[src/rtl/spc_pkg.sv]
/*
 * Shared constants, register map and types of the serial port core.
 * Assumes a single system clock; all users import the whole package.
 */
package spc_pkg;

   // ----------------------------------------------------------------
   // Register map
   // ----------------------------------------------------------------
   localparam int          ADDR_W      = 2;
   localparam int          DATA_W      = 8;
   localparam logic [1:0]  OFS_STATUS  = 2'h0;
   localparam logic [1:0]  OFS_CONTROL = 2'h1;
   localparam logic [1:0]  OFS_BUFFER  = 2'h2;

   localparam logic [7:0]  STATUS_RESET  = 8'h00;
   localparam logic [7:0]  CONTROL_RESET = 8'h00;
   localparam logic [7:0]  BUFFER_RESET  = 8'h00;

   // Status fields
   localparam int ST_SAMPLE_PHASE = 7;
   localparam int ST_CLOCK_EDGE   = 6;
   localparam int ST_BUFFER_FULL  = 0;

   // Control fields
   localparam int CT_WRITE_COLLISION = 7;
   localparam int CT_RECEIVE_OVERFLOW = 6;
   localparam int CT_PORT_ENABLE     = 5;
   localparam int CT_CLOCK_POLARITY  = 4;

   // ----------------------------------------------------------------
   // Port modes
   // ----------------------------------------------------------------
   localparam logic [3:0] MODE_MASTER_DIV4  = 4'h0;
   localparam logic [3:0] MODE_MASTER_DIV16 = 4'h1;
   localparam logic [3:0] MODE_MASTER_DIV64 = 4'h2;
   localparam logic [3:0] MODE_MASTER_TIMER = 4'h3;
   localparam logic [3:0] MODE_SLAVE_SELECT = 4'h4;
   localparam logic [3:0] MODE_SLAVE_FREE   = 4'h5;

   // ----------------------------------------------------------------
   // Timing counts (system clock cycles per serial clock half period, last half period index, bits per word)
   // ----------------------------------------------------------------
   localparam logic [5:0] HALF_DIV4  = 6'h02;
   localparam logic [5:0] HALF_DIV16 = 6'h08;
   localparam logic [5:0] HALF_DIV64 = 6'h20;
   localparam logic [4:0] HALF_LAST      = 5'h0F;
   localparam logic [4:0] HALF_LAST_LATE = 5'h10;
   localparam logic [3:0] BITS_PER_WORD  = 4'h8;

   typedef enum logic [1:0] {
      SPC_IDLE        = 2'b00,
      SPC_MASTER_RUN  = 2'b01,
      SPC_SLAVE_WAIT  = 2'b10,
      SPC_SLAVE_SHIFT = 2'b11
   } spc_state_e;

   function automatic logic spc_is_master(input logic [3:0] mode);
      return mode[3:2] == 2'b00;
   endfunction

   function automatic logic spc_is_slave(input logic [3:0] mode);
      return (mode == MODE_SLAVE_SELECT) || (mode == MODE_SLAVE_FREE);
   endfunction

endpackage

[src/rtl/spc_rate_if.sv]
/*
 * Link between the core and its serial clock rate generator.
 * Assumes both ends run on the same system clock.
 */
interface spc_rate_if;
   logic [1:0] rate_sel;     // Low bits of the master mode code
   logic       run;          // Master transfer in progress
   logic       timer_pulse;  // Timer two output pulse
   logic       tick;         // Half period elapsed

   modport gen  (input rate_sel, run, timer_pulse, output tick);
   modport core (output rate_sel, run, timer_pulse, input tick);
endinterface

[src/rtl/spc_core.sv]
/*
 * Eight-bit synchronous serial port, master or slave, with status,
 * control and data buffer registers on a plain strobe port.
 * Assumes pins are asynchronous to clock_in and are synchronised here;
 * the pad logic resolves the wires from the enables.
 */
// The plain strobed port and the placing of the registers were left to the implementer.
// Functional notes
// - Eight bits shifted out and in together
// - Most significant bit travels first
// - Full byte loads buffer, flags full, done
// - Buffer write while busy dropped, collision set
// - Collision flag sticks until software clears
// - Buffer full set on load, cleared by read
// - Slave overrun sets overflow, drops new byte
// - Master never sets overflow
// - Master buffer write starts a transfer
// - Buffer write loads buffer and shifter
// - Mode field picks role and clock
// - Enable bit claims pins, clear releases
// - Polarity bit sets serial clock idle level
// - Edge bit picks output change transition
// - Sample bit picks middle or end sampling in master
// - Stop bit cleared while port disabled
// - Status upper two bits writable only
// - Shifter reachable only through buffer
// - Master drives clock, slave receives it
// - Select high releases data, clears count
// - Reset disables port, abandons transfer
module spc_core (
   input  wire logic                        clock_in,     // System clock
   input  wire logic                        reset_n_in,   // Async, low
   input  wire logic [spc_pkg::ADDR_W-1:0]  addr_in,      // Register
   input  wire logic [spc_pkg::DATA_W-1:0]  wdata_in,     // Write data
   input  wire logic                        write_in,     // Write strobe
   input  wire logic                        read_in,      // Read strobe
   output logic      [spc_pkg::DATA_W-1:0]  rdata_out,    // Read data
   input  wire logic                        timer_two_in, // Timer pulse
   input  wire logic                        sck_in,       // Clock pin in
   output logic                             sck_out,      // Clock pin out
   output logic                             sck_oe_out,   // Clock drive
   input  wire logic                        sdi_in,       // Data in pin
   output logic                             sdo_out,      // Data out pin
   output logic                             sdo_oe_out,   // Data drive
   input  wire logic                        select_n_in,  // Select pin
   output logic                             transfer_done_out // Done
);
   import spc_pkg::*;

   // ----------------------------------------------------------------
   // State
   // ----------------------------------------------------------------
   spc_state_e state;
   logic       sample_phase, clock_edge, buffer_full;
   logic       write_collision, receive_overflow;
   logic       port_enable, clock_polarity;
   logic [3:0] port_mode_select;
   logic [7:0] transfer_buffer;
   logic [7:0] tx_shift, rx_shift;  // Together the transfer shifter
   logic [3:0] bit_cnt;
   logic [4:0] half;
   logic       sck_meta, sck_sync, sck_prev;
   logic       sdi_meta, sdi_sync;
   logic       sel_meta, sel_sync;

   spc_rate_if rate_if ();

   spc_rate_gen u_rate_gen (
      .clock_in   (clock_in),
      .reset_n_in (reset_n_in),
      .rate_port  (rate_if)
   );

   // ----------------------------------------------------------------
   // Decode
   // ----------------------------------------------------------------
   logic wr_status, wr_control, wr_buffer, rd_buffer;
   logic is_master, is_slave, spi_on, sel_reset, busy;
   logic tick, m_lead, m_trail, s_lead, s_trail;
   logic samp, shift, done, keep_full, accept;
   logic [4:0] last_half;
   logic [7:0] rx_in, done_byte;

   assign wr_status  = write_in && (addr_in == OFS_STATUS);
   assign wr_control = write_in && (addr_in == OFS_CONTROL);
   assign wr_buffer  = write_in && (addr_in == OFS_BUFFER);
   assign rd_buffer  = read_in  && (addr_in == OFS_BUFFER);

   assign is_master = spc_is_master(port_mode_select);
   assign is_slave  = spc_is_slave(port_mode_select);
   assign spi_on    = port_enable && (is_master || is_slave);
   assign sel_reset = (port_mode_select == MODE_SLAVE_SELECT)
                      && sel_sync;
   assign busy      = (state == SPC_MASTER_RUN)
                      || (state == SPC_SLAVE_SHIFT);

   assign rate_if.rate_sel    = port_mode_select[1:0];
   assign rate_if.run         = (state == SPC_MASTER_RUN);
   assign rate_if.timer_pulse = timer_two_in;
   assign tick                = rate_if.tick && rate_if.run;

   // Master events fall on divider ticks; slave events on pin edges
   assign m_lead  = tick && !half[0] && (half != HALF_LAST_LATE);
   assign m_trail = tick && half[0];
   assign s_lead  = (sck_sync != sck_prev) && (sck_prev == clock_polarity);
   assign s_trail = (sck_sync != sck_prev) && (sck_prev != clock_polarity);
   // Late sampling with early output needs one extra half period
   assign last_half = (!clock_edge && sample_phase) ? HALF_LAST_LATE
                                                    : HALF_LAST;

   always_comb begin
      samp  = 1'b0;
      shift = 1'b0;
      done  = 1'b0;
      if (state == SPC_MASTER_RUN) begin
         if (sample_phase)
            samp = clock_edge ? m_trail : (tick && !half[0] && half != 5'h00);
         else
            samp = clock_edge ? m_lead : m_trail;
         shift = clock_edge ? (m_trail && half != HALF_LAST)
                            : (m_lead && half != 5'h00);
         done  = tick && (half == last_half);
      end else if (state == SPC_SLAVE_SHIFT
                   || state == SPC_SLAVE_WAIT) begin
         // Slave always samples mid bit; sample bit held low by software
         samp  = (clock_edge ? s_lead : s_trail) && !sel_reset;
         shift = (clock_edge ? s_trail : s_lead) && !sel_reset
                 && (bit_cnt != 4'h0);
         done  = samp && (bit_cnt == BITS_PER_WORD - 4'h1);
      end
   end

   assign rx_in     = {rx_shift[6:0], sdi_sync};
   assign done_byte = samp ? rx_in : rx_shift;
   assign keep_full = buffer_full && !rd_buffer;
   assign accept    = wr_buffer && !busy;

   // ----------------------------------------------------------------
   // Pin synchronisers
   // ----------------------------------------------------------------
   always_ff @(posedge clock_in or negedge reset_n_in) begin
      if (!reset_n_in) begin
         sck_meta <= 1'b0;
         sck_sync <= 1'b0;
         sck_prev <= 1'b0;
         sdi_meta <= 1'b0;
         sdi_sync <= 1'b0;
         sel_meta <= 1'b1;
         sel_sync <= 1'b1;
      end else begin
         sck_meta <= sck_in;
         sck_sync <= sck_meta;
         sck_prev <= sck_sync;
         sdi_meta <= sdi_in;
         sdi_sync <= sdi_meta;
         sel_meta <= select_n_in;
         sel_sync <= sel_meta;
      end
   end

   // ----------------------------------------------------------------
   // Transfer sequencer
   // ----------------------------------------------------------------
   always_ff @(posedge clock_in or negedge reset_n_in) begin
      if (!reset_n_in) begin
         state   <= SPC_IDLE;
         bit_cnt <= 4'h0;
         half    <= 5'h00;
      end else if (!spi_on) begin
         state   <= SPC_IDLE;
         bit_cnt <= 4'h0;
         half    <= 5'h00;
      end else begin
         unique case (state)
            SPC_IDLE: begin
               if (is_slave)
                  state <= SPC_SLAVE_WAIT;
               else if (accept)
                  state <= SPC_MASTER_RUN;
               bit_cnt <= 4'h0;
               half    <= 5'h00;
            end
            SPC_MASTER_RUN: begin
               if (done || !is_master)
                  state <= SPC_IDLE;
               if (done)
                  bit_cnt <= 4'h0;
               else if (samp)
                  bit_cnt <= bit_cnt + 4'h1;
               if (tick)
                  half <= half + 5'h01;
            end
            SPC_SLAVE_WAIT, SPC_SLAVE_SHIFT: begin
               if (!is_slave) begin
                  state   <= SPC_IDLE;
                  bit_cnt <= 4'h0;
               end else if (sel_reset || done) begin
                  state   <= SPC_SLAVE_WAIT;
                  bit_cnt <= 4'h0;
               end else if (samp) begin
                  state   <= SPC_SLAVE_SHIFT;
                  bit_cnt <= bit_cnt + 4'h1;
               end
               half <= 5'h00;
            end
            default: begin
               state   <= SPC_IDLE;
               bit_cnt <= 4'h0;
               half    <= 5'h00;
            end
         endcase
      end
   end

   // ----------------------------------------------------------------
   // Shifters
   // ----------------------------------------------------------------
   always_ff @(posedge clock_in or negedge reset_n_in) begin
      if (!reset_n_in) begin
         tx_shift <= BUFFER_RESET;
         rx_shift <= BUFFER_RESET;
      end else begin
         if (accept)
            tx_shift <= wdata_in;
         else if (shift)
            tx_shift <= {tx_shift[6:0], 1'b0};
         if (samp)
            rx_shift <= rx_in;
      end
   end

   // ----------------------------------------------------------------
   // Registers
   // ----------------------------------------------------------------
   always_ff @(posedge clock_in or negedge reset_n_in) begin
      if (!reset_n_in) begin
         sample_phase <= STATUS_RESET[ST_SAMPLE_PHASE];
         clock_edge   <= STATUS_RESET[ST_CLOCK_EDGE];
      end else if (wr_status) begin
         sample_phase <= wdata_in[ST_SAMPLE_PHASE];
         clock_edge   <= wdata_in[ST_CLOCK_EDGE];
      end
   end

   always_ff @(posedge clock_in or negedge reset_n_in) begin
      if (!reset_n_in) begin
         port_enable      <= CONTROL_RESET[CT_PORT_ENABLE];
         clock_polarity   <= CONTROL_RESET[CT_CLOCK_POLARITY];
         port_mode_select <= CONTROL_RESET[3:0];
      end else if (wr_control) begin
         port_enable      <= wdata_in[CT_PORT_ENABLE];
         clock_polarity   <= wdata_in[CT_CLOCK_POLARITY];
         port_mode_select <= wdata_in[3:0];
      end
   end

   // Hardware set wins over a software clear in the same cycle
   always_ff @(posedge clock_in or negedge reset_n_in) begin
      if (!reset_n_in) begin
         write_collision  <= CONTROL_RESET[CT_WRITE_COLLISION];
         receive_overflow <= CONTROL_RESET[CT_RECEIVE_OVERFLOW];
      end else begin
         if (wr_buffer && busy)
            write_collision <= 1'b1;
         else if (wr_control)
            write_collision <= wdata_in[CT_WRITE_COLLISION];
         if (done && is_slave && keep_full)
            receive_overflow <= 1'b1;
         else if (wr_control)
            receive_overflow <= wdata_in[CT_RECEIVE_OVERFLOW];
      end
   end

   always_ff @(posedge clock_in or negedge reset_n_in) begin
      if (!reset_n_in) begin
         transfer_buffer <= BUFFER_RESET;
         buffer_full     <= STATUS_RESET[ST_BUFFER_FULL];
      end else begin
         if (done && !(is_slave && keep_full)) begin
            transfer_buffer <= done_byte;
            buffer_full     <= 1'b1;
         end else begin
            if (accept)
               transfer_buffer <= wdata_in;
            if (rd_buffer)
               buffer_full <= 1'b0;
         end
      end
   end

   // ----------------------------------------------------------------
   // Outputs
   // ----------------------------------------------------------------
   always_ff @(posedge clock_in or negedge reset_n_in) begin
      if (!reset_n_in) begin
         rdata_out <= 8'h00;
      end else if (read_in) begin
         unique case (addr_in)
            // Two-wire only bits and stop bit always read zero
            OFS_STATUS:  rdata_out <= {sample_phase, clock_edge, 5'h00,
                                       buffer_full};
            OFS_CONTROL: rdata_out <= {write_collision, receive_overflow,
                                       port_enable, clock_polarity,
                                       port_mode_select};
            OFS_BUFFER:  rdata_out <= transfer_buffer;
            default:     rdata_out <= 8'h00;
         endcase
      end else begin
         rdata_out <= 8'h00;
      end
   end

   always_ff @(posedge clock_in or negedge reset_n_in) begin
      if (!reset_n_in) begin
         sck_out    <= 1'b0;
         sck_oe_out <= 1'b0;
         sdo_out    <= 1'b0;
         sdo_oe_out <= 1'b0;
         transfer_done_out <= 1'b0;
      end else begin
         if (state == SPC_MASTER_RUN && tick && half != HALF_LAST_LATE)
            sck_out <= !sck_out;
         else if (state != SPC_MASTER_RUN)
            sck_out <= clock_polarity;
         sck_oe_out <= spi_on && is_master;
         sdo_out    <= tx_shift[7];
         sdo_oe_out <= spi_on && !sel_reset;
         transfer_done_out <= done;
      end
   end
endmodule // spc_core

[src/rtl/spc_rate_gen.sv]
/*
 * Serial clock rate generator: one tick per serial clock half period.
 * Assumes the timer pulse is a one-cycle pulse on the system clock.
 */
module spc_rate_gen (
   input  wire logic clock_in,    // System clock
   input  wire logic reset_n_in,  // Async reset, active low
   spc_rate_if.gen   rate_port    // Rate request and tick
);
   import spc_pkg::*;

   logic [5:0] count;
   logic [5:0] target;

   always_comb begin
      unique case (rate_port.rate_sel)
         2'b00:   target = HALF_DIV4;
         2'b01:   target = HALF_DIV16;
         default: target = HALF_DIV64;
      endcase
   end

   // ----------------------------------------------------------------
   // Divider
   // ----------------------------------------------------------------
   // Restarts from zero with every transfer, so in the divided modes the first
   // half period is full length; in timer mode it waits on the timer pulse.
   always_ff @(posedge clock_in or negedge reset_n_in) begin
      if (!reset_n_in) begin
         count          <= 6'h00;
         rate_port.tick <= 1'b0;
      end else if (!rate_port.run) begin
         count          <= 6'h00;
         rate_port.tick <= 1'b0;
      end else if (rate_port.rate_sel == 2'b11) begin
         count          <= 6'h00;
         rate_port.tick <= rate_port.timer_pulse;
      end else if (count == target - 6'h01) begin
         count          <= 6'h00;
         rate_port.tick <= 1'b1;
      end else begin
         count          <= count + 6'h01;
         rate_port.tick <= 1'b0;
      end
   end

endmodule // spc_rate_gen

[config.mk]
export PLATFORM = sky130hd
export DESIGN_NAME = spc_core
export DESIGN_NICKNAME = d
export VERILOG_FILES = /design/src/rtl/spc_pkg.sv /design/src/rtl/spc_rate_if.sv /design/src/rtl/spc_core.sv /design/src/rtl/spc_rate_gen.sv
export SDC_FILE = /design/constraint.sdc
export NUM_CORES = 1
export LEC_CHECK = 0
export BUFFER_PORTS_ARGS = -buffer_cell sky130_fd_sc_hd__buf_2
export CAP_MARGIN = 40
export CORE_ASPECT_RATIO = 1.5
export CORE_MARGIN = 2
export CORE_UTILIZATION = 40
export DETAILED_ROUTE_END_ITERATION = 6
export GPL_ROUTABILITY_DRIVEN = 0
export GPL_TIMING_DRIVEN = 0
export PLACE_DENSITY = 0.58
export SLEW_MARGIN = 0
export SYNTH_ARGS = -nofsm -noshare
export SYNTH_HDL_FRONTEND = slang
export SYNTH_SLANG_ARGS = --single-unit
export TNS_END_PERCENT = 10
[constraint.sdc]
create_clock -name clock_in -period 5.2 [get_ports clock_in]
set_clock_uncertainty 0.05 [all_clocks]
set_input_delay 0.78 -clock clock_in [delete_from_list [all_inputs] [get_ports clock_in]]
set_output_delay 0.78 -clock clock_in [all_outputs]
set_load 0.1 [all_outputs]
==> metrics, run 1 <==
HP Class=in2async; CTS tree=yes; vias=2454; die height=118.0 microns; CTS resizes=0; startpoint types=flop; Port Buffers=29; area delta synth->final=17.92%; total core area=8413 sq um; FMAX=0.3837 GHz; top post-synthesis cells by area=dfrtp_1, mux2i_1, nand2_1, o21ai_0, mux2_2; crit path DAT=2.76 ns; Die ar.=9434 sq um; Yosys reg bits=73; drt first pass iters=4; Sum Neg Setup Slack=0 ns; IO Pins=31; Syn Nets=339; DRT iter0 DRCs=134; synth warn=0; Cells after Synth=315; Total GRT Usage=0.1767; Relative slew margins=0.4206; outcome=completed; Initial Util=0.4117; htree depth=3; Rows=41; global route total overflow=0; XOR/XNOR Fraction of Synth Area=0.02493; Reg clk slew, reported paths=0.06 ns; Pwr Density=402.0 nW/um^2; Post-DP HPWL=5.475 mm; Synth Area in Adders=0.02168; most common cell in the synthesized netlist=dfrtp_1; antenna cells=0; minimum clock period=2.606 ns; first-pass GRT wire length=12.52 mm; fin cells=469; share of post-route cells with drive strength above 1=0.1878; Sink Count=73; Setup Fix Bufs, Post-CTS=0; DR vias/cell=5.232; cts hold-fix bufs=0; post-synth top area share=0.5130; largest net degree at the start of global routing=60; initial antenna violation count=0; critical path data required time=5.35 ns; critical path type=reg2reg; drt wl/cell=15.83 microns; post-route ant nets=0; leading area contributor after synthesis=dfrtp_1; Most used DFF post-synth=dfrtp_1; final wirelength=7.422 mm; mux contribution to synthesized area=0.1358; Max Fanout on Critical Path=8; final setup fails=0; Avg Cell Area, Syn=10.99 sq um; sequential-to-total area share from yosys stat=0.5282; Synth Cell Area=3463 sq um; CTS root buf=clkbuf_16; residual DRC count=0; max_cap viols=0; compound-cell area share of the yosys netlist=0.1127; CTS Buf Count=9; Final Cycle Share=0.5011; Slew @ Worst Pin=0.8691 ns; placed cells=453; VDD IR max=0.2787 mV; count of different cell masters after synthesis=52; final net count=381; Fin. Hold Viols=0; Synth Area in Simple Gates=0.1387; largest family of logic cells by synthesized area=simple AND/OR/NAND/NOR gates; Slew Viols, Final=0; Clock Path Buffers=2; vias in the first global route=2572; Leak=1.885 nW; Post-synth EDFFs=0; most instantiated cells after synthesis=dfrtp_1, mux2i_1, nand2_1, o21ai_0, inv_1; RSZ-0062 raised after global routing=no; Worst-Skew Late Latency=0.33 ns; FFs w/ async S/R, synth=1.000; CP Capture Type=flop; Chip Width=79.98 microns
[layout make-up]
cell class / instances / area, sq um
multi-input cells: 212 / 1503
well taps: 107 / 133.9
clock buffers: 9 / 225.2
repair buffers: 31 / 182.7
flip-flops and latches: 73 / 1829
inverters: 18 / 67.56
clock inverters: 7 / 78.83
fillers: 823 / 4329
plain buffers: 12 / 63.81
[cell usage in the layout (no fill, tap or decap), types with 2 or more instances in the layout]
| cell | instances |
|---|---|
| a31oi_1 | 2 |
| nor2_1 | 15 |
| nor3_1 | 3 |
| dfstp_2 | 2 |
| nand3_1 | 7 |
| nand2b_1 | 4 |
| a21oi_1 | 8 |
| and2b_1 | 2 |
| xnor2_1 | 3 |
| nand2_1 | 34 |
| a22oi_1 | 5 |
| inv_6 | 2 |
| mux2_2 | 8 |
| o32ai_2 | 2 |
| mux2i_1 | 38 |
| inv_1 | 18 |
| xor2_1 | 5 |
| buf_6 | 2 |
| nor2b_1 | 10 |
| or3_1 | 3 |
| ha_1 | 6 |
| clkinvlp_4 | 3 |
| dfrtp_1 | 71 |
| and3_1 | 3 |
| clkbuf_1 | 7 |
| buf_2 | 31 |
| and2_1 | 4 |
| nor3b_1 | 3 |
| clkbuf_16 | 9 |
| o21ai_0 | 20 |
| a211oi_1 | 3 |
| buf_4 | 2 |
[state kept, by name (all words and copies together) (netlist names), 2 cells and up]
register / flops
tx_shift: 8
bit_cnt: 4
rdata_out: 8
u_rate_gen.count: 6
state: 2
rx_shift: 8
port_mode_select: 4
half: 5
transfer_buffer: 8
[path summary, 6_finish.rpt]
path                                                  endpoint  slack [ns]                start  cells after the start
worst min register to register              sdi_sync$_DFF_PN0_        0.30   sdi_meta$_DFF_PN0_                      0
min in group clock_in                       sdi_sync$_DFF_PN0_        0.30   sdi_meta$_DFF_PN0_                      0
max in group asynchronous                   sel_sync$_DFF_PN1_        4.28           reset_n_in                      2
worst min-delay path                    rdata_out[1]$_DFF_PN0_        0.25           reset_n_in                      1
worst max register to register  transfer_buffer[5]$_DFFE_PN0P_        2.59  half[0]$_DFFE_PN0P_                      7
worst max-delay path            transfer_buffer[5]$_DFFE_PN0P_        2.59  half[0]$_DFFE_PN0P_                      7
[per-layer routing]
| layer | part of all wire | GRT usage |
|---|---|---|
| met1 | 0.42 | 0.2097 |
| met2 | 0.52 | 0.2885 |
| met3 | 0.027 | 0.04908 |
| met4 | 0.032 | 0.08792 |
| met5 | 0 | 0 |
[report_power, final]
group          leakage, nW  switching [mW]  total, mW  internal [mW]
sequential           0.934          0.0468      0.693          0.646
combinational        0.812           0.222      0.324          0.101
clock                0.139           0.250      0.625          0.375
[stage by stage]
stage	utilization	hold WS [ns]	cell area (sq um)	worst slack [ns]	total power [mW]
6_report	0.4854	0.2522	4084	2.594	1.642
5_1_grt	0.4854	0.2487	4084	2.373	1.725
4_1_cts	0.4854	0.2473	4084	2.508	1.661
3_5_place_dp	0.4493	0.2864	3780	2.328	1.031
3_3_place_gp	0.4448	0.2820	3742	2.320	1.022
2_1_floorplan	-	0.2812	3463	2.832	0.9419
[cell families (layout without fill, tap and decap cells)]
logic type | after synthesis | after routing
AND/OR/NAND/NOR | 95 | 95
flip-flops | 73 | 73
AO/OA/AOI/OAI | 56 | 56
multiplexers | 46 | 46
buffers and inverters | 30 | 77
XOR/XNOR | 9 | 9
adder cells (fa/ha/maj) | 6 | 6
[critical path: stages (launching register included)]
cell     delay (ns)
dfrtp_1        0.48
inv_1          0.08
ha_1           0.23
nor4b_1        0.15
o211a_1        0.23
o32ai_2        0.71
mux2i_1        0.41
mux2i_1        0.12
No activity file was read; power rests on OpenSTA's default activity.
==> run 2: changes to the inputs <==
Settings changed: PLACE_DENSITY 0.58 to 0.61.
Clock period 5.2 ns to 2.25 ns, I/O delays scaled along.
==> metrics, run 2 (synthesis gave the netlist of run 1 again) <==
outcome=completed; Post-DP HPWL=5.477 mm; Internal=2.740 mW; FMAX=0.4683 GHz; final wirelength=7.601 mm; IO Pins=31; Clock Path Buffers=2; CTS tree=yes; Final Cycle Share=0.9490; drt first pass iters=4; CP Capture Type=flop; R2R setup slack=0.11 ns; Total GRT Usage=0.1743; htree depth=3; global route total overflow=0; largest net degree at the start of global routing=44; Sink Count=73; first-pass GRT wire length=12.39 mm; Fillers=792; total core area=8413 sq um; Pwr Total=3.941 mW; final net count=384; max_cap viols=0; Switching Share=0.3047; critical path data required time=2.45 ns; vias=2473; drt wl/cell=16.10 microns; Max Fanout on Critical Path=10; crit path DAT=2.34 ns; Port Buffers=29; fin area=4185 sq um; Leak=1.930 nW; Setup crit start=port_mode_select[1]$_DFFE_PN0P_; Rows=41; dpl cell area=3772 sq um; Initial Util=0.4117; CTS Buf Count=9; FF-to-FF Start=port_mode_select[1]$_DFFE_PN0P_; most frequent cells in the layout=dfrtp_1, mux2i_1, nand2_1, buf_2, o21ai_0; startpoint types=flop; share of post-route cells with drive strength above 1=0.2110; hold path start=sck_in; HP Class=in2reg; DRT iter0 DRCs=102; Slew Viols, Final=0; Chip Width=79.98 microns; area delta synth->final=20.85%; minimum clock period=2.135 ns; hold slack=0.05626 ns; Die ar.=9434 sq um; Flop pwr share=0.411; DR vias/cell=5.239; vias in the first global route=2448; post-route ant nets=0; CTS root buf=clkbuf_16; Fin. Hold Viols=0; antenna cells=0; Worst-Skew Late Latency=0.33 ns; RSZ-0062 raised after global routing=no; Pwr Density=941.6 nW/um^2; residual DRC count=0; clock share of power=0.395; Logic pwr share=0.194; critical path type=reg2reg; final setup fails=0; Slew @ Worst Pin=0.5351 ns; VDD IR max=0.6957 mV; P_sw=1.201 mW; commonest non-fill, non-tap cell in the layout=dfrtp_1; initial antenna violation count=0; Relative slew margins=0.6425; die height=118.0 microns; Reg clk slew, reported paths=0.06 ns
run 2: critical path, cell delays in order, from the launching register on:
cell and delay, ns:
dfrtp_1 0.42, clkbuf_1 0.24, nor3b_1 0.53, o311a_1 0.33, o21a_1 0.13, nand3_1 0.18
a21oi_1 0.17
run 2: metal layers:
layer / vias to the layer above / share of wire / GRT usage
li1: 1191 / - / -
met3: 11 / 0.031 / 0.04601
met5: - / 0 / 0
met4: 0 / 0.028 / 0.08898
met2: 46 / 0.53 / 0.2844
met1: 1225 / 0.41 / 0.2076
run 2: metrics by stage:
stage | TNS [ns] | setup WS, ns | util | std cells
after floorplan | 0 | 0.1413 | - | 315
after global placement | -2.701 | -0.2839 | 0.4448 | 451
after detailed placement | -2.962 | -0.3197 | 0.4484 | 453
after CTS | 0 | 0.0005598 | 0.4957 | 472
after global routing | 0 | 0.008432 | 0.4975 | 472
final | 0 | 0.1148 | 0.4975 | 472
run 2: layout make-up:
class                           instances  area [sq um]  share of cell area
Tap cell                              107         133.9             0.03199
Inverter                               18         67.56             0.01614
Sequential cell                        73          1831              0.4374
Multi-Input combinational cell        212          1538              0.3674
Clock inverter                          6         90.09             0.02152
Timing Repair Buffer                   37         235.2             0.05620
Clock buffer                           10         239.0             0.05710
Buffer                                  9         51.30             0.01226
run 2: timing repair:
action,4_1_cts,5_1_grt
endpoints found under the hold margin,28,0
hold buffers,1,0
gates resized for setup,5,2
endpoints found under the setup margin,23,13
buffers inserted,2,3
pin swaps,1,2
run 2: worst paths after layout:
kind,end,cells past startpoint
max in group asynchronous,half[0]$_DFFE_PN0P_,3
min in group asynchronous,tx_shift[4]$_DFFE_PN0P_,2
setup reg to reg,bit_cnt[3]$_DFF_PN0_,6
hold reg to reg,sck_sync$_DFF_PN0_,0
hold / removal,sck_meta$_DFF_PN0_,1
setup / recovery,bit_cnt[3]$_DFF_PN0_,6
run 2: power by group through the flow:
stage	clock (mW)	sequential, mW	combinational, mW
2_1_floorplan	0	1.82	0.360
3_3_place_gp	0	1.62	0.740
3_5_place_dp	0	1.63	0.758
4_1_cts	1.59	1.61	0.777
5_1_grt	1.64	1.64	0.830
6_report	1.56	1.62	0.763
==> run 3: changes to the inputs <==
Settings changed: PLACE_DENSITY 0.61 to 0.58.
Clock period 2.25 ns to 2.6 ns, I/O delays scaled along.
==> metrics, run 3 (synthesis gave the netlist of run 1 again) <==
outcome=completed; DRT iter0 DRCs=136; hold slack=0.1053 ns; worst reg2reg path depth=7; share of post-route cells with drive strength above 1=0.1901; met2 Usage GRT=0.2917; Fin. Hold Viols=0; commonest non-fill, non-tap cell in the layout=dfrtp_1; htree depth=3; startpoint types=flop; initial antenna violation count=0; critical path type=reg2reg; DP Worst Slack=-0.07858 ns; first-pass GRT wire length=12.59 mm; Sum Neg Setup Slack=0 ns; RSZ-0062 raised after global routing=no; critical path data required time=2.75 ns; R2R setup slack=0.22 ns; reg2reg end=transfer_buffer[5]$_DFFE_PN0P_; GRT busiest layer=met2; minimum clock period=2.383 ns; Sink Count=73; hold path start=select_n_in; CTS Buf Count=9; DR vias/cell=5.200; Chip Width=79.98 microns; Fillers=822; delay-heaviest family, CP=compound AO/OA/AOI/OAI gates; crit path DAT=2.54 ns; post-route ant nets=0; IO Pins=31; Critical Path Max Stage Delay=0.49 ns; CP dominant cell by count=mux2i_1; fin cells=470; Pwr Density=800.7 nW/um^2; fin area=4110 sq um; CP Capture Type=flop; CP bufs+invs=1; Worst-Skew Late Latency=0.33 ns; GR Layer Usage met3=0.04908; dpl cell area=3780 sq um; worst path cell trace=inv_1 -> ha_1 -> nor4b_1 -> o211a_1 -> o32ai_4 -> mux2i_1 -> mux2i_1; Reg clk slew, reported paths=0.06 ns; HP Class=in2reg; largest net degree at the start of global routing=60; Setup Fix Bufs, Post-CTS=0; Internal=2.247 mW; Leak=1.890 nW; Pwr Total=3.291 mW; Relative slew margins=0.6163; max_cap viols=0; Post-DP HPWL=5.475 mm; Rows=41; Slew @ Worst Pin=0.5722 ns; die height=118.0 microns; Die ar.=9434 sq um; global route total overflow=0; VDD IR max=0.5528 mV; Sequential Area=1829 sq um; worst min-delay path endpoint=sel_meta$_DFF_PN1_; drt first pass iters=4; Final Cycle Share=0.9165; Total GRT Usage=0.1775; Initial Util=0.4117; vias=2444; vias in the first global route=2586; antenna cells=0; multi-input combinational cell area=1519 sq um; FMAX=0.4197 GHz; CTS root buf=clkbuf_16; final wirelength=7.432 mm; Max Fanout on Critical Path=8; post-route setup slack=0.2172 ns; P_sw=1.044 mW; most frequent cells in the layout=dfrtp_1, mux2i_1, nand2_1, buf_2, o21ai_0; placed cells=453; final net count=382; FF-to-FF Start=half[0]$_DFFE_PN0P_; slowest stage cell, crit path=o32ai_4; total core area=8413 sq um; Switching Share=0.3171; Flop pwr share=0.421; CTS tree=yes; Cells on Worst Hold Path=1; clock share of power=0.380; Port Buffers=29; area delta synth->final=18.68%; routing usage on met1=0.2092; drt wl/cell=15.81 microns; residual DRC count=0; Logic pwr share=0.199; Slew Viols, Final=0; Clock Path Buffers=2; final setup fails=0; final core utilization=0.4885
## run 3: cell count changes in the layout (fill, tap and decap cells not counted), moves of 2 or more
cell	delta
clkinvlp_4	+2
buf_12	-2
buf_4	-4
clkbuf_1	+2
## run 3: final cells by class
class | instances | area share
timing repair buffer | 32 | 0.04688
clock inverter | 7 | 0.01918
clock buffer | 9 | 0.05479
inverter | 18 | 0.01644
buffer | 12 | 0.01553
tap | 107 | 0.03257
sequential | 73 | 0.4451
multi-input combinational | 212 | 0.3696
## run 3: worst max path at each step
stage,start,to,cells after the start,slack (ns)
2_1_floorplan,half[0]$_DFFE_PN0P_,transfer_buffer[0]$_DFFE_PN0P_,7,0.49
3_3_place_gp,half[0]$_DFFE_PN0P_,transfer_buffer[5]$_DFFE_PN0P_,7,0.0009
3_5_place_dp,half[0]$_DFFE_PN0P_,transfer_buffer[5]$_DFFE_PN0P_,7,-0.08
4_1_cts,port_mode_select[2]$_DFFE_PN0P_,transfer_buffer[5]$_DFFE_PN0P_,6,0.03
5_1_grt,half[0]$_DFFE_PN0P_,transfer_buffer[5]$_DFFE_PN0P_,7,0.003
6_report,half[0]$_DFFE_PN0P_,transfer_buffer[5]$_DFFE_PN0P_,7,0.22
## run 3: power by group through the flow
| stage | Clock, mW | Sequential, mW | Combinational (mW) |
|---|---|---|---|
| 2_1_floorplan | 0 | 1.57 | 0.311 |
| 3_3_place_gp | 0 | 1.40 | 0.642 |
| 3_5_place_dp | 0 | 1.41 | 0.655 |
| 4_1_cts | 1.28 | 1.39 | 0.663 |
| 5_1_grt | 1.33 | 1.41 | 0.718 |
| 6_report | 1.25 | 1.39 | 0.654 |
## run 3: worst register-to-register path, stage by stage (launching register included)
cell and delay [ns]:
dfrtp_1 0.48, inv_1 0.08, ha_1 0.24, nor4b_1 0.15, o211a_1 0.25, o32ai_4 0.49
mux2i_1 0.40, mux2i_1 0.12
## run 3: layer usage
layer,up-vias,wire length (microns),part of all wire
met5,-,0,0
met4,0,236,0.032
met3,18,195,0.026
met2,38,3915,0.53
met1,1192,3085,0.42
li1,1196,-,-
## run 3: timing repair
action                                  CTS  global route
gates resized for setup                   1             1
endpoints found under the setup margin    3            15
hold buffers                              1             0
hold endpoints to repair                 14             0
pin swaps                                 0             0
